$ cat config.mk
export PLATFORM = sky130hd
export DESIGN_NAME = dithered_clock_config_regs
export DESIGN_NICKNAME = d
export VERILOG_FILES = /design/src/hdl/dithered_clock_config_regs.v
export VERILOG_INCLUDE_DIRS = /design/src /design/src/common
export SDC_FILE = /design/constraint.sdc
export NUM_CORES = 1
export LEC_CHECK = 0
export CAP_MARGIN = 20
export CORE_MARGIN = 2
export CORE_UTILIZATION = 50
export DETAILED_ROUTE_END_ITERATION = 8
export DONT_BUFFER_PORTS = 1
export PLACE_DENSITY = 0.66
export SKIP_CTS_REPAIR_TIMING = 1
export SLEW_MARGIN = 10
export SYNTH_ARGS = -nofsm -noshare
export SYNTH_HDL_FRONTEND = slang
export SYNTH_SLANG_ARGS = --single-unit
$ cat constraint.sdc
create_clock -name clk -period 5.72 [get_ports clk]
set_clock_uncertainty 0.05 [all_clocks]
set_input_delay 0.858 -clock clk [delete_from_list [all_inputs] [get_ports clk]]
set_output_delay 0.858 -clock clk [all_outputs]
set_load 0.005 [all_outputs]
$ cat src/common/dithered_clock_map.vh
// Register offsets, field positions, reset values and timing counts
`ifndef DITHERED_CLOCK_MAP_VH
`define DITHERED_CLOCK_MAP_VH
// Register and command locations
`define ADDR_DIV_HI     8'h02
`define ADDR_DIV_LO     8'h03
`define ADDR_TRIM_HI    8'h08
`define ADDR_TRIM_LO    8'h09
`define ADDR_BUS_NV     8'h0d
`define ADDR_BAND       8'h0e
`define ADDR_FACTORY    8'h37
`define ADDR_COMMIT     8'h3f
// Divider and dither word fields, and the inhibit bit of the bus register
`define DIV_RATE_HI     15
`define DIV_RATE_LO     14
`define DIV_DEPTH_HI    13
`define DIV_DEPTH_LO    11
`define DIV_IDLE_LOW    10
`define DIV_EXP_HI      9
`define DIV_EXP_LO      6
`define BUSNV_INHIBIT   3
// Reset values and exponent limit
`define RST_DIV         16'h6000
`define RST_TRIM        10'h1f4
`define RST_BUSNV       4'h0
`define EXP_MAX         4'h8
// Dither rate divisors
`define RATE_DIV_8192   14'h2000
`define RATE_DIV_4096   14'h1000
`define RATE_DIV_2048   14'h0800
// Dither spread in tenths of a percent, and trim step in kHz
`define DEPTH_0P5       7'h05
`define DEPTH_1         7'h0a
`define DEPTH_2         7'h14
`define DEPTH_4         7'h28
`define DEPTH_8         7'h50
`define TRIM_STEP_KHZ   13'h0005
// Timing: storage write cycle in block clocks, 10 ms at 20 MHz
`define NV_WRITE_COUNT  18'h3_0d40
// Arbitrary device identifier, upper part of the slave address
`define DEV_ID          4'h5
`endif

$ cat src/hdl/dithered_clock_config_regs.v
// Configuration registers and two-wire slave of a dithered clock generator
`timescale 1ns/1ps
`include "dithered_clock_map.vh"

module dithered_clock_config_regs #(
  parameter [17:0] NV_WRITE_CYCLES = `NV_WRITE_COUNT,
  parameter [4:0]  FACTORY_BAND    = 5'h10
) (
  input  wire        clk,
  input  wire        reset,
  input  wire        scl_in,
  input  wire        sda_in,
  output wire        sda_out,
  output reg         sda_oe,
  input  wire        dither_enable_pin,
  input  wire        output_enable_pin,
  input  wire        powerdown_n_pin,
  input  wire        power_cycle,
  output reg         osc_run,
  output reg         out_buffer_en,
  output reg         out_idle_low,
  output reg         out_idle_hiz,
  output reg  [3:0]  divide_exponent,
  output reg  [13:0] dither_rate_div,
  output reg  [6:0]  dither_spread,
  output reg  [9:0]  osc_trim,
  output reg  [12:0] trim_offset_khz,
  output reg  [4:0]  band_sel,
  output wire        nv_busy
);

  localparam [4:0] S_IDLE  = 5'b00001;
  localparam [4:0] S_RX    = 5'b00010;
  localparam [4:0] S_RXACK = 5'b00100;
  localparam [4:0] S_TX    = 5'b01000;
  localparam [4:0] S_TXACK = 5'b10000;

  // Synchronisers for pins
  reg [1:0] scl_sync;
  reg [1:0] sda_sync;
  reg       scl_d;
  reg       sda_d;
  reg [1:0] dith_sync;
  reg [1:0] oe_sync;
  reg [1:0] pdn_sync;
  reg [1:0] pwr_sync;
  reg       pwr_d;

  // Volatile copies and nonvolatile storage
  reg [15:0] div_word;
  reg [9:0]  trim;
  reg [3:0]  bus_nv;
  reg [4:0]  band;
  reg [15:0] nv_div;
  reg [9:0]  nv_trim;
  reg [3:0]  nv_bus;
  reg [4:0]  nv_band;
  reg [17:0] nv_cnt;
  reg        commit_all;
  reg        commit_addr;

  // Serial slave state
  reg [4:0] state;
  reg [3:0] bit_cnt;
  reg [1:0] byte_idx;
  reg [7:0] rx_sh;
  reg [7:0] tx_sh;
  reg [7:0] ptr;
  reg [7:0] stage;
  reg       rw;
  reg [7:0] rd_byte;

  wire scl_rise = scl_sync[1] & ~scl_d;
  wire scl_fall = ~scl_sync[1] & scl_d;
  wire start    = scl_sync[1] & scl_d & sda_d & ~sda_sync[1];
  wire stop     = scl_sync[1] & scl_d & ~sda_d & sda_sync[1];
  wire recall   = pwr_sync[1] & ~pwr_d;
  wire inhibit  = bus_nv[`BUSNV_INHIBIT];

  assign sda_out = 1'b0;
  assign nv_busy = (nv_cnt != 18'h0_0000);

  // Clamp of the divider exponent
  function [3:0] clamp_exp;
    input [3:0] e;
    begin
      clamp_exp = (e > `EXP_MAX) ? `EXP_MAX : e;
    end
  endfunction

  // Two-stage synchronisers and edge history
  always @(posedge clk or posedge reset)
  begin
    if (reset)
    begin
      scl_sync  <= 2'b11;
      sda_sync  <= 2'b11;
      scl_d     <= 1'b1;
      sda_d     <= 1'b1;
      dith_sync <= 2'b00;
      oe_sync   <= 2'b00;
      pdn_sync  <= 2'b00;
      pwr_sync  <= 2'b00;
      pwr_d     <= 1'b0;
    end
    else
    begin
      scl_sync  <= {scl_sync[0], scl_in};
      sda_sync  <= {sda_sync[0], sda_in};
      scl_d     <= scl_sync[1];
      sda_d     <= sda_sync[1];
      dith_sync <= {dith_sync[0], dither_enable_pin};
      oe_sync   <= {oe_sync[0], output_enable_pin};
      pdn_sync  <= {pdn_sync[0], powerdown_n_pin};
      pwr_sync  <= {pwr_sync[0], power_cycle};
      pwr_d     <= pwr_sync[1];
    end
  end

  // Read data selection
  always @*
  begin
    rd_byte = 8'h00;
    if (ptr == `ADDR_DIV_HI)
      rd_byte = div_word[15:8];
    else if (ptr == `ADDR_DIV_LO)
      rd_byte = {div_word[7:6], 6'h00};
    else if (ptr == `ADDR_TRIM_HI)
      rd_byte = trim[9:2];
    else if (ptr == `ADDR_TRIM_LO)
      rd_byte = {trim[1:0], 6'h00};
    else if (ptr == `ADDR_BUS_NV)
      rd_byte = {4'hf, bus_nv};
    else if (ptr == `ADDR_BAND)
      rd_byte = {3'b111, band};
    else if (ptr == `ADDR_FACTORY)
      rd_byte = {3'b000, FACTORY_BAND};
  end

  // Serial slave and volatile registers
  always @(posedge clk or posedge reset)
  begin
    if (reset)
    begin
      state       <= S_IDLE;
      bit_cnt     <= 4'h0;
      byte_idx    <= 2'b00;
      rx_sh       <= 8'h00;
      tx_sh       <= 8'h00;
      ptr         <= 8'h00;
      stage       <= 8'h00;
      rw          <= 1'b0;
      sda_oe      <= 1'b0;
      commit_all  <= 1'b0;
      commit_addr <= 1'b0;
      div_word    <= `RST_DIV;
      trim        <= `RST_TRIM;
      bus_nv      <= `RST_BUSNV;
      band        <= FACTORY_BAND;
    end
    else
    begin
      commit_all  <= 1'b0;
      commit_addr <= 1'b0;
      if (start)
      begin
        state    <= S_RX;
        bit_cnt  <= 4'h0;
        byte_idx <= 2'b00;
        sda_oe   <= 1'b0;
      end
      else if (stop)
      begin
        state  <= S_IDLE;
        sda_oe <= 1'b0;
      end
      else
      begin
        case (state)
          S_RX:
          begin
            if (scl_rise)
            begin
              rx_sh   <= {rx_sh[6:0], sda_sync[1]};
              bit_cnt <= bit_cnt + 4'h1;
            end
            else if (scl_fall && bit_cnt == 4'h8)
            begin
              bit_cnt <= 4'h0;
              state   <= S_RXACK;
              sda_oe  <= 1'b1;
              if (byte_idx != 2'b10)
                byte_idx <= byte_idx + 2'b01;
              if (nv_busy)
              begin
                state  <= S_IDLE;
                sda_oe <= 1'b0;
              end
              else if (byte_idx == 2'b00)
              begin
                if (rx_sh[7:1] == {`DEV_ID, bus_nv[2:0]})
                  rw <= rx_sh[0];
                else
                begin
                  state  <= S_IDLE;
                  sda_oe <= 1'b0;
                end
              end
              else if (byte_idx == 2'b01)
              begin
                ptr <= rx_sh;
                if (rx_sh == `ADDR_COMMIT)
                  commit_all <= 1'b1;
              end
              else
              begin
                ptr <= ptr + 8'h01;
                if (ptr == `ADDR_DIV_HI || ptr == `ADDR_TRIM_HI)
                  stage <= rx_sh;
                else if (ptr == `ADDR_DIV_LO)
                begin
                  div_word   <= {stage, rx_sh[7:6], 6'h00};
                  commit_all <= ~inhibit;
                end
                else if (ptr == `ADDR_TRIM_LO)
                begin
                  trim       <= {stage, rx_sh[7:6]};
                  commit_all <= ~inhibit;
                end
                else if (ptr == `ADDR_BUS_NV)
                begin
                  bus_nv      <= rx_sh[3:0];
                  commit_addr <= 1'b1;
                end
                else if (ptr == `ADDR_BAND)
                begin
                  band       <= rx_sh[4:0];
                  commit_all <= ~inhibit;
                end
              end
            end
          end
          S_RXACK:
          begin
            if (scl_fall)
            begin
              if (rw && byte_idx == 2'b01)
              begin
                tx_sh   <= rd_byte;
                sda_oe  <= ~rd_byte[7];
                bit_cnt <= 4'h0;
                state   <= S_TX;
              end
              else
              begin
                sda_oe <= 1'b0;
                state  <= S_RX;
              end
            end
          end
          S_TX:
          begin
            if (scl_rise)
              bit_cnt <= bit_cnt + 4'h1;
            else if (scl_fall)
            begin
              if (bit_cnt == 4'h8)
              begin
                sda_oe <= 1'b0;
                state  <= S_TXACK;
                ptr    <= ptr + 8'h01;
              end
              else
              begin
                tx_sh  <= {tx_sh[6:0], 1'b0};
                sda_oe <= ~tx_sh[6];
              end
            end
          end
          S_TXACK:
          begin
            if (scl_rise && sda_sync[1])
              state <= S_IDLE;
            else if (scl_fall)
            begin
              tx_sh   <= rd_byte;
              sda_oe  <= ~rd_byte[7];
              bit_cnt <= 4'h0;
              state   <= S_TX;
            end
          end
          default:
            state <= S_IDLE;
        endcase
      end
      // Power cycle discards volatile-only changes
      if (recall)
      begin
        div_word <= nv_div;
        trim     <= nv_trim;
        bus_nv   <= nv_bus;
        band     <= nv_band;
      end
    end
  end

  // Nonvolatile storage and write-cycle timer
  always @(posedge clk or posedge reset)
  begin
    if (reset)
    begin
      nv_div  <= `RST_DIV;
      nv_trim <= `RST_TRIM;
      nv_bus  <= `RST_BUSNV;
      nv_band <= FACTORY_BAND;
      nv_cnt  <= 18'h0_0000;
    end
    else if (commit_all)
    begin
      nv_div  <= div_word;
      nv_trim <= trim;
      nv_bus  <= bus_nv;
      nv_band <= band;
      nv_cnt  <= NV_WRITE_CYCLES;
    end
    else if (commit_addr)
    begin
      nv_bus <= bus_nv;
      nv_cnt <= NV_WRITE_CYCLES;
    end
    else if (nv_busy)
      nv_cnt <= nv_cnt - 18'h0_0001;
  end

  // Oscillator and output controls
  always @(posedge clk or posedge reset)
  begin
    if (reset)
    begin
      osc_run         <= 1'b0;
      out_buffer_en   <= 1'b0;
      out_idle_low    <= 1'b0;
      out_idle_hiz    <= 1'b1;
      divide_exponent <= 4'h0;
      dither_rate_div <= `RATE_DIV_4096;
      dither_spread   <= 7'h00;
      osc_trim        <= 10'h000;
      trim_offset_khz <= 13'h0000;
      band_sel        <= 5'h00;
    end
    else
    begin
      osc_run       <= pdn_sync[1];
      out_buffer_en <= pdn_sync[1] & oe_sync[1];
      out_idle_low  <= ~(pdn_sync[1] & oe_sync[1]) & div_word[`DIV_IDLE_LOW];
      out_idle_hiz  <= ~(pdn_sync[1] & oe_sync[1]) & ~div_word[`DIV_IDLE_LOW];
      divide_exponent <= clamp_exp(div_word[`DIV_EXP_HI:`DIV_EXP_LO]);
      case (div_word[`DIV_RATE_HI:`DIV_RATE_LO])
        2'b00:   dither_rate_div <= `RATE_DIV_8192;
        2'b10:   dither_rate_div <= `RATE_DIV_2048;
        default: dither_rate_div <= `RATE_DIV_4096;
      endcase
      if (!dith_sync[1])
        dither_spread <= 7'h00;
      else
        case (div_word[`DIV_DEPTH_HI:`DIV_DEPTH_LO])
          3'b000:  dither_spread <= `DEPTH_0P5;
          3'b001:  dither_spread <= `DEPTH_1;
          3'b010:  dither_spread <= `DEPTH_2;
          3'b100:  dither_spread <= `DEPTH_4;
          3'b111:  dither_spread <= `DEPTH_8;
          default: dither_spread <= 7'h00;
        endcase
      osc_trim        <= trim;
      trim_offset_khz <= {3'b000, trim} * `TRIM_STEP_KHZ;
      band_sel        <= band;
    end
  end

endmodule

======== After elaboration in Yosys (flattened, before gate mapping) ========
Cells that the tools add are included.
storage, ports and cells
  flip-flop bits (word level) ............. 206
  bits in latches ......................... 0
  bits in writable memories ............... 0
  ROM bits ................................ 0
  bits of input ports ..................... 8
  output and inout bits ................... 60
  word-level logic and storage cells ...... 323
  memories ................................ 0
cells by class
  add/sub/neg operators ................... 4
  $mul .................................... 1
  div/mod/pow operators ................... 0
  order comparisons ....................... 1
  equality and inequality tests ........... 60
  shift-type cells ........................ 0
  mux-type cells .......................... 155
  bitwise logic cells ..................... 27
  reduce and logical (&&, ||, !) cells .... 36
operators by type and width
  cell                                                                   number
  16-bit 2-to-1 mux                                                      11
  5-bit 2-to-1 mux                                                       25
  10-bit 2-to-1 mux                                                      12
  8-bit 2-to-1 mux                                                       14
  4-bit 2-to-1 mux                                                       26
  7-bit 2-to-1 mux                                                       8
  18-bit 2-to-1 mux                                                      3
  1-bit 2-to-1 mux                                                       40
  2-bit inequality test, second input constant                           20
  4-bit inequality test, second input constant                           9
  7-bit one-hot mux with 5 select lines                                  1
  8-bit by 4-bit equality test with 1-bit output, second input constant  4
  10-bit AND reduction                                                   3
  14-bit one-hot mux with 2 select lines                                 1
  8-bit AND reduction                                                    3
  2-bit nonzero test                                                     11
  7-bit one-hot mux with 3 select lines                                  1
  5-bit one-hot mux with 4 select lines                                  1
  18-bit nonzero test                                                    1
  18-bit by 1-bit subtractor with 18-bit output, second input constant   1
  8-bit by 2-bit equality test with 1-bit output, second input constant  2
  8-bit by 6-bit equality test with 1-bit output, second input constant  2
  1-bit inverter                                                         16
  4-bit one-hot mux with 4 select lines                                  1
  38 further kinds                                                       68

======== Longest topological paths before layout ========
  depth after elaboration ................. 15
  depth in mapped cells ................... 10

======== Worst setup path before layout ========
No wires, ideal clock.
  kind .................................... register -> register
  start point ............................. register nv_cnt[0]
  end point ............................... register stage[0]
  library setup time ...................... 0.125 ns
  arrival time ............................ 2.546 ns
  path slack .............................. 2.999 ns
  stages on the path, launching flop included .. 9
  path buffers ............................ 1
  period minus slack after synthesis ...... 2.721 ns
  path through ............................ dfrtp_1 > inv_1 > ha_1 > nor4b_4 > nand4_2 > or4_4 > buf_6 > nor3_2 > mux2_2
on the way
  word-level cells in the longest chain between the ends .. 3
RTL lines
  what                                  line                              text
  start, declared                       dithered_clock_config_regs.v:58   reg [17:0] nv_cnt;
  start signal, assigned                dithered_clock_config_regs.v:332  nv_cnt <= nv_cnt - 18'h0_0001;
  18-bit nonzero test                   dithered_clock_config_regs.v:81   assign nv_busy = (nv_cnt != 18'h0_0000);
  1-bit inverter (no source line)       --
  9-bit AND reduction (no source line)  --
  end signal, assigned                  dithered_clock_config_regs.v:219  stage <= rx_sh;
  end, declared                         dithered_clock_config_regs.v:69   reg [7:0] stage;
No other way between the ends.
A chain may end at the register's enable or synchronous reset.

======== Final worst setup path ========
  start point ............................. register nv_cnt[11]
  end point ............................... output nv_busy
on the way
  word-level cells in the longest chain between the ends .. 1
RTL lines
  what                 line                             text
  18-bit nonzero test  dithered_clock_config_regs.v:81
  end, declared        dithered_clock_config_regs.v:29  output wire nv_busy
No other way between the ends.

==> flow_summary.toml <==
[sta]
finalSetupTns_ns = 0
hold_viol_final = 0
final_max_slew_viol_count = 0
maxSlewHeadroom = 0.216
fin_crit_ns = 3.43
rsz0062_at_grt = "false"
worst_pin_slew_ns = 1.16
setup_viol = 0
layout_setup_ws_ns = 2.29
fmax_mhz = 291
final.period_utilization = 0.600
fin_hold_ws_ns = 0.301

[global_routing]
antenna_found_initial = 0
grt-ovfl-total = 0
grt_pass1_vias = 5931
grt_start_max_net_pins = 145
grt_first_pass_wirelength_um = 30400
grt_use_total = 0.215

[pwr]
p_int_mw = 2.08
total_power_mw = 2.67
sw_frac_of_total = 0.221
irDropWorstVdd_mv = 0.202
p_comb_frac = 0.029
leakage_nw = 4.58
power.density_nw_per_um2 = 286
clkPwrFrac = 0.475
power_frac_seq = 0.496
p_sw_mw = 0.589

[logic_synthesis]
ys.flop_type = "dfrtp_1"
ys_warn_count = 0
netlist_instances = 778
synth_seq_cells = 181
synth.avg_cell_area_um2 = 11.0
ys_async_sr_fraction = 1.00
synth-seq-area-share = 0.531
syn_area_um2 = 8590
synth_edf_count = 0
synth.distinct_cells = 68

[detailed_routing]
viasPerCell = 5.96
num_vias = 5917
wl_per_cell_um = 18.6
ant_nets = 0
wl_um = 18500
drt-pass1-iter-count = 5
drtIter0Drc = 436
drc_errors = 0

[placement]
dp.cells = 961
port_buffers = 0
dp_hpwl_um = 12500
placed_area_um2 = 8680
place_ws_ns = 2.65
routabilityCongestion = 0.923

[floorplanning]
io-pin-count = 68
die_x_um = 135
core_area_um2 = 16700
fp.dieArea_um2 = 18200
rows = 47
start_util = 0.514
die_h_um = 135

[finish]
final_core_util = 0.558
area_growth_pct = 8.57
fin_area_um2 = 9320
layoutNonFillerInstCount = 993
nFillCells = 1394
drive_gt1_frac = 0.188
antenna_cells = 0
final_nets = 795

[critical_path]
end_kind = "output port"
arrival_ns = 2.52
start_kind = "flop"
cp.required_ns = 4.81
crit_fanout = 6
critPathKind = "flop to output port"

[cts]
clk-insertion-delay-late_ns = 0.44
cts-buffers-inserted = 17
cts-root-buf = "clkbuf_16"
htreeDepth = 4
cts_buffer_depth = 2
clk_transition_reported_paths_ns = 0.07
cts_sinks = 181
cts_tree = "built"

[flow_run]
cap_violations = 0

[status]
status = "completed"

[hold_path]
hp-class = "flop to flop"
-- cell families (layout without fill, tap and decap cells) --
kind of cell,count (synthesis),after routing,share of synthesized area
DFF,181,181,0.531
buffers and inverters,68,52,0.0390
adders and majority gates,27,27,0.0402
xor gates and xnor gates,25,25,0.0255
and+or+nand+nor,255,255,0.154
other,1,12,0.000437
AOI/OAI and AO/OA,139,139,0.106
muxes,82,82,0.103
-- cells in the mapped netlist (5+ instances only) --
cell      number  area, um^2
nor3b_1       10        75.1
nor4_1         7        43.8
nor3_1        21         105
mux2_2        53         597
inv_1         15        56.3
dfstp_2       27         709
clkbuf_1      29         109
o21ai_0       29         145
mux2i_1       29         290
nand2b_1       8        50.1
nor2_1        69         259
xor2_1         7        61.3
xnor2_1       18         158
or3_1          5        31.3
nand3_1       19        95.1
ha_1          26         325
buf_4         14         105
a31oi_1        5        31.3
a31o_2        10        87.6
dfrtp_1      154        3850
a21oi_1       42         210
or4_1          7        52.6
a21o_1         9        67.6
nor2b_1        8        50.1
a211oi_1       5        37.5
nand2_1       64         240
-- cells in the final DEF, fill, tap and decap left out, drive strengths merged, types with 5 or more instances in the layout --
master and n:
a21o 9, a21oi 43, or3 5, ha 26
mux2i 29, a211oi 5, dfstp 27, conb 12
o21ai 29, nor2 70, a31o 10, mux2 53
nand3 19, dfrtp 154, xor2 7, a31oi 5
xnor2 18, or4 9, nor3b 10, inv 19
clkbuf 19, nand2b 8, nand2 64, nor2b 8
nor3 22, nor4 9, buf 5
-- metal layers --
layer  vias to the layer above  GRT usage  share of wire
met2                       191      0.357           0.49
met5                         -          0              0
met4                         0     0.0984          0.032
met3                        50     0.0469          0.051
li1                       2705          -              -
met1                      2971      0.270           0.43
-- power by group through the flow --
stage               registers (mW)  logic [mW]  clock network, mW
finish                        1.32      0.0771               1.27
global route                  1.32      0.0906               1.35
CTS                           1.32      0.0794               1.29
detailed placement            1.34      0.0791                  0
global placement              1.34      0.0760                  0
floorplan                     1.34      0.0702                  0
-- cell type report --
cell class | instances | area, um^2 | area share
clock buffer | 19 | 443 | 0.0475
clock inverter | 13 | 193 | 0.0207
inverter | 15 | 60.1 | 0.00644
multi-input combinational | 540 | 3740 | 0.401
sequential | 181 | 4560 | 0.489
tap | 220 | 275 | 0.0295
timing repair buffer | 5 | 50.0 | 0.00537
-- sequential cells by signal, indices dropped and copies added (netlist names), 10 cells and up --
register,flops
trim,10
div_word,10
nv_div,10
nv_trim,10
trim_offset_khz,13
nv_cnt,18
-- path summary, 6_finish.rpt --
| kind | cells after the start | end | from | slack [ns] |
|---|---|---|---|---|
| hold / removal | 0 | oe_sync[1] | oe_sync[0] | 0.30 |
| setup reg to reg | 8 | ptr[5] | nv_cnt[0] | 2.63 |
| hold reg to reg | 0 | oe_sync[1] | oe_sync[0] | 0.30 |
| min in group asynchronous | 1 | bit_cnt[0] | reset | 0.40 |
| setup / recovery | 4 | nv_busy | nv_cnt[11] | 2.29 |
| max in group asynchronous | 2 | rx_sh[6] | reset | 4.00 |
-- worst max-delay path, stage by stage (launching register included) --
cell,delay (ns)
dfrtp_1,0.42
or4_1,0.56
or4_1,0.52
nor2_1,0.39
inv_1,0.19
No activity file was read; power rests on OpenSTA's default activity.
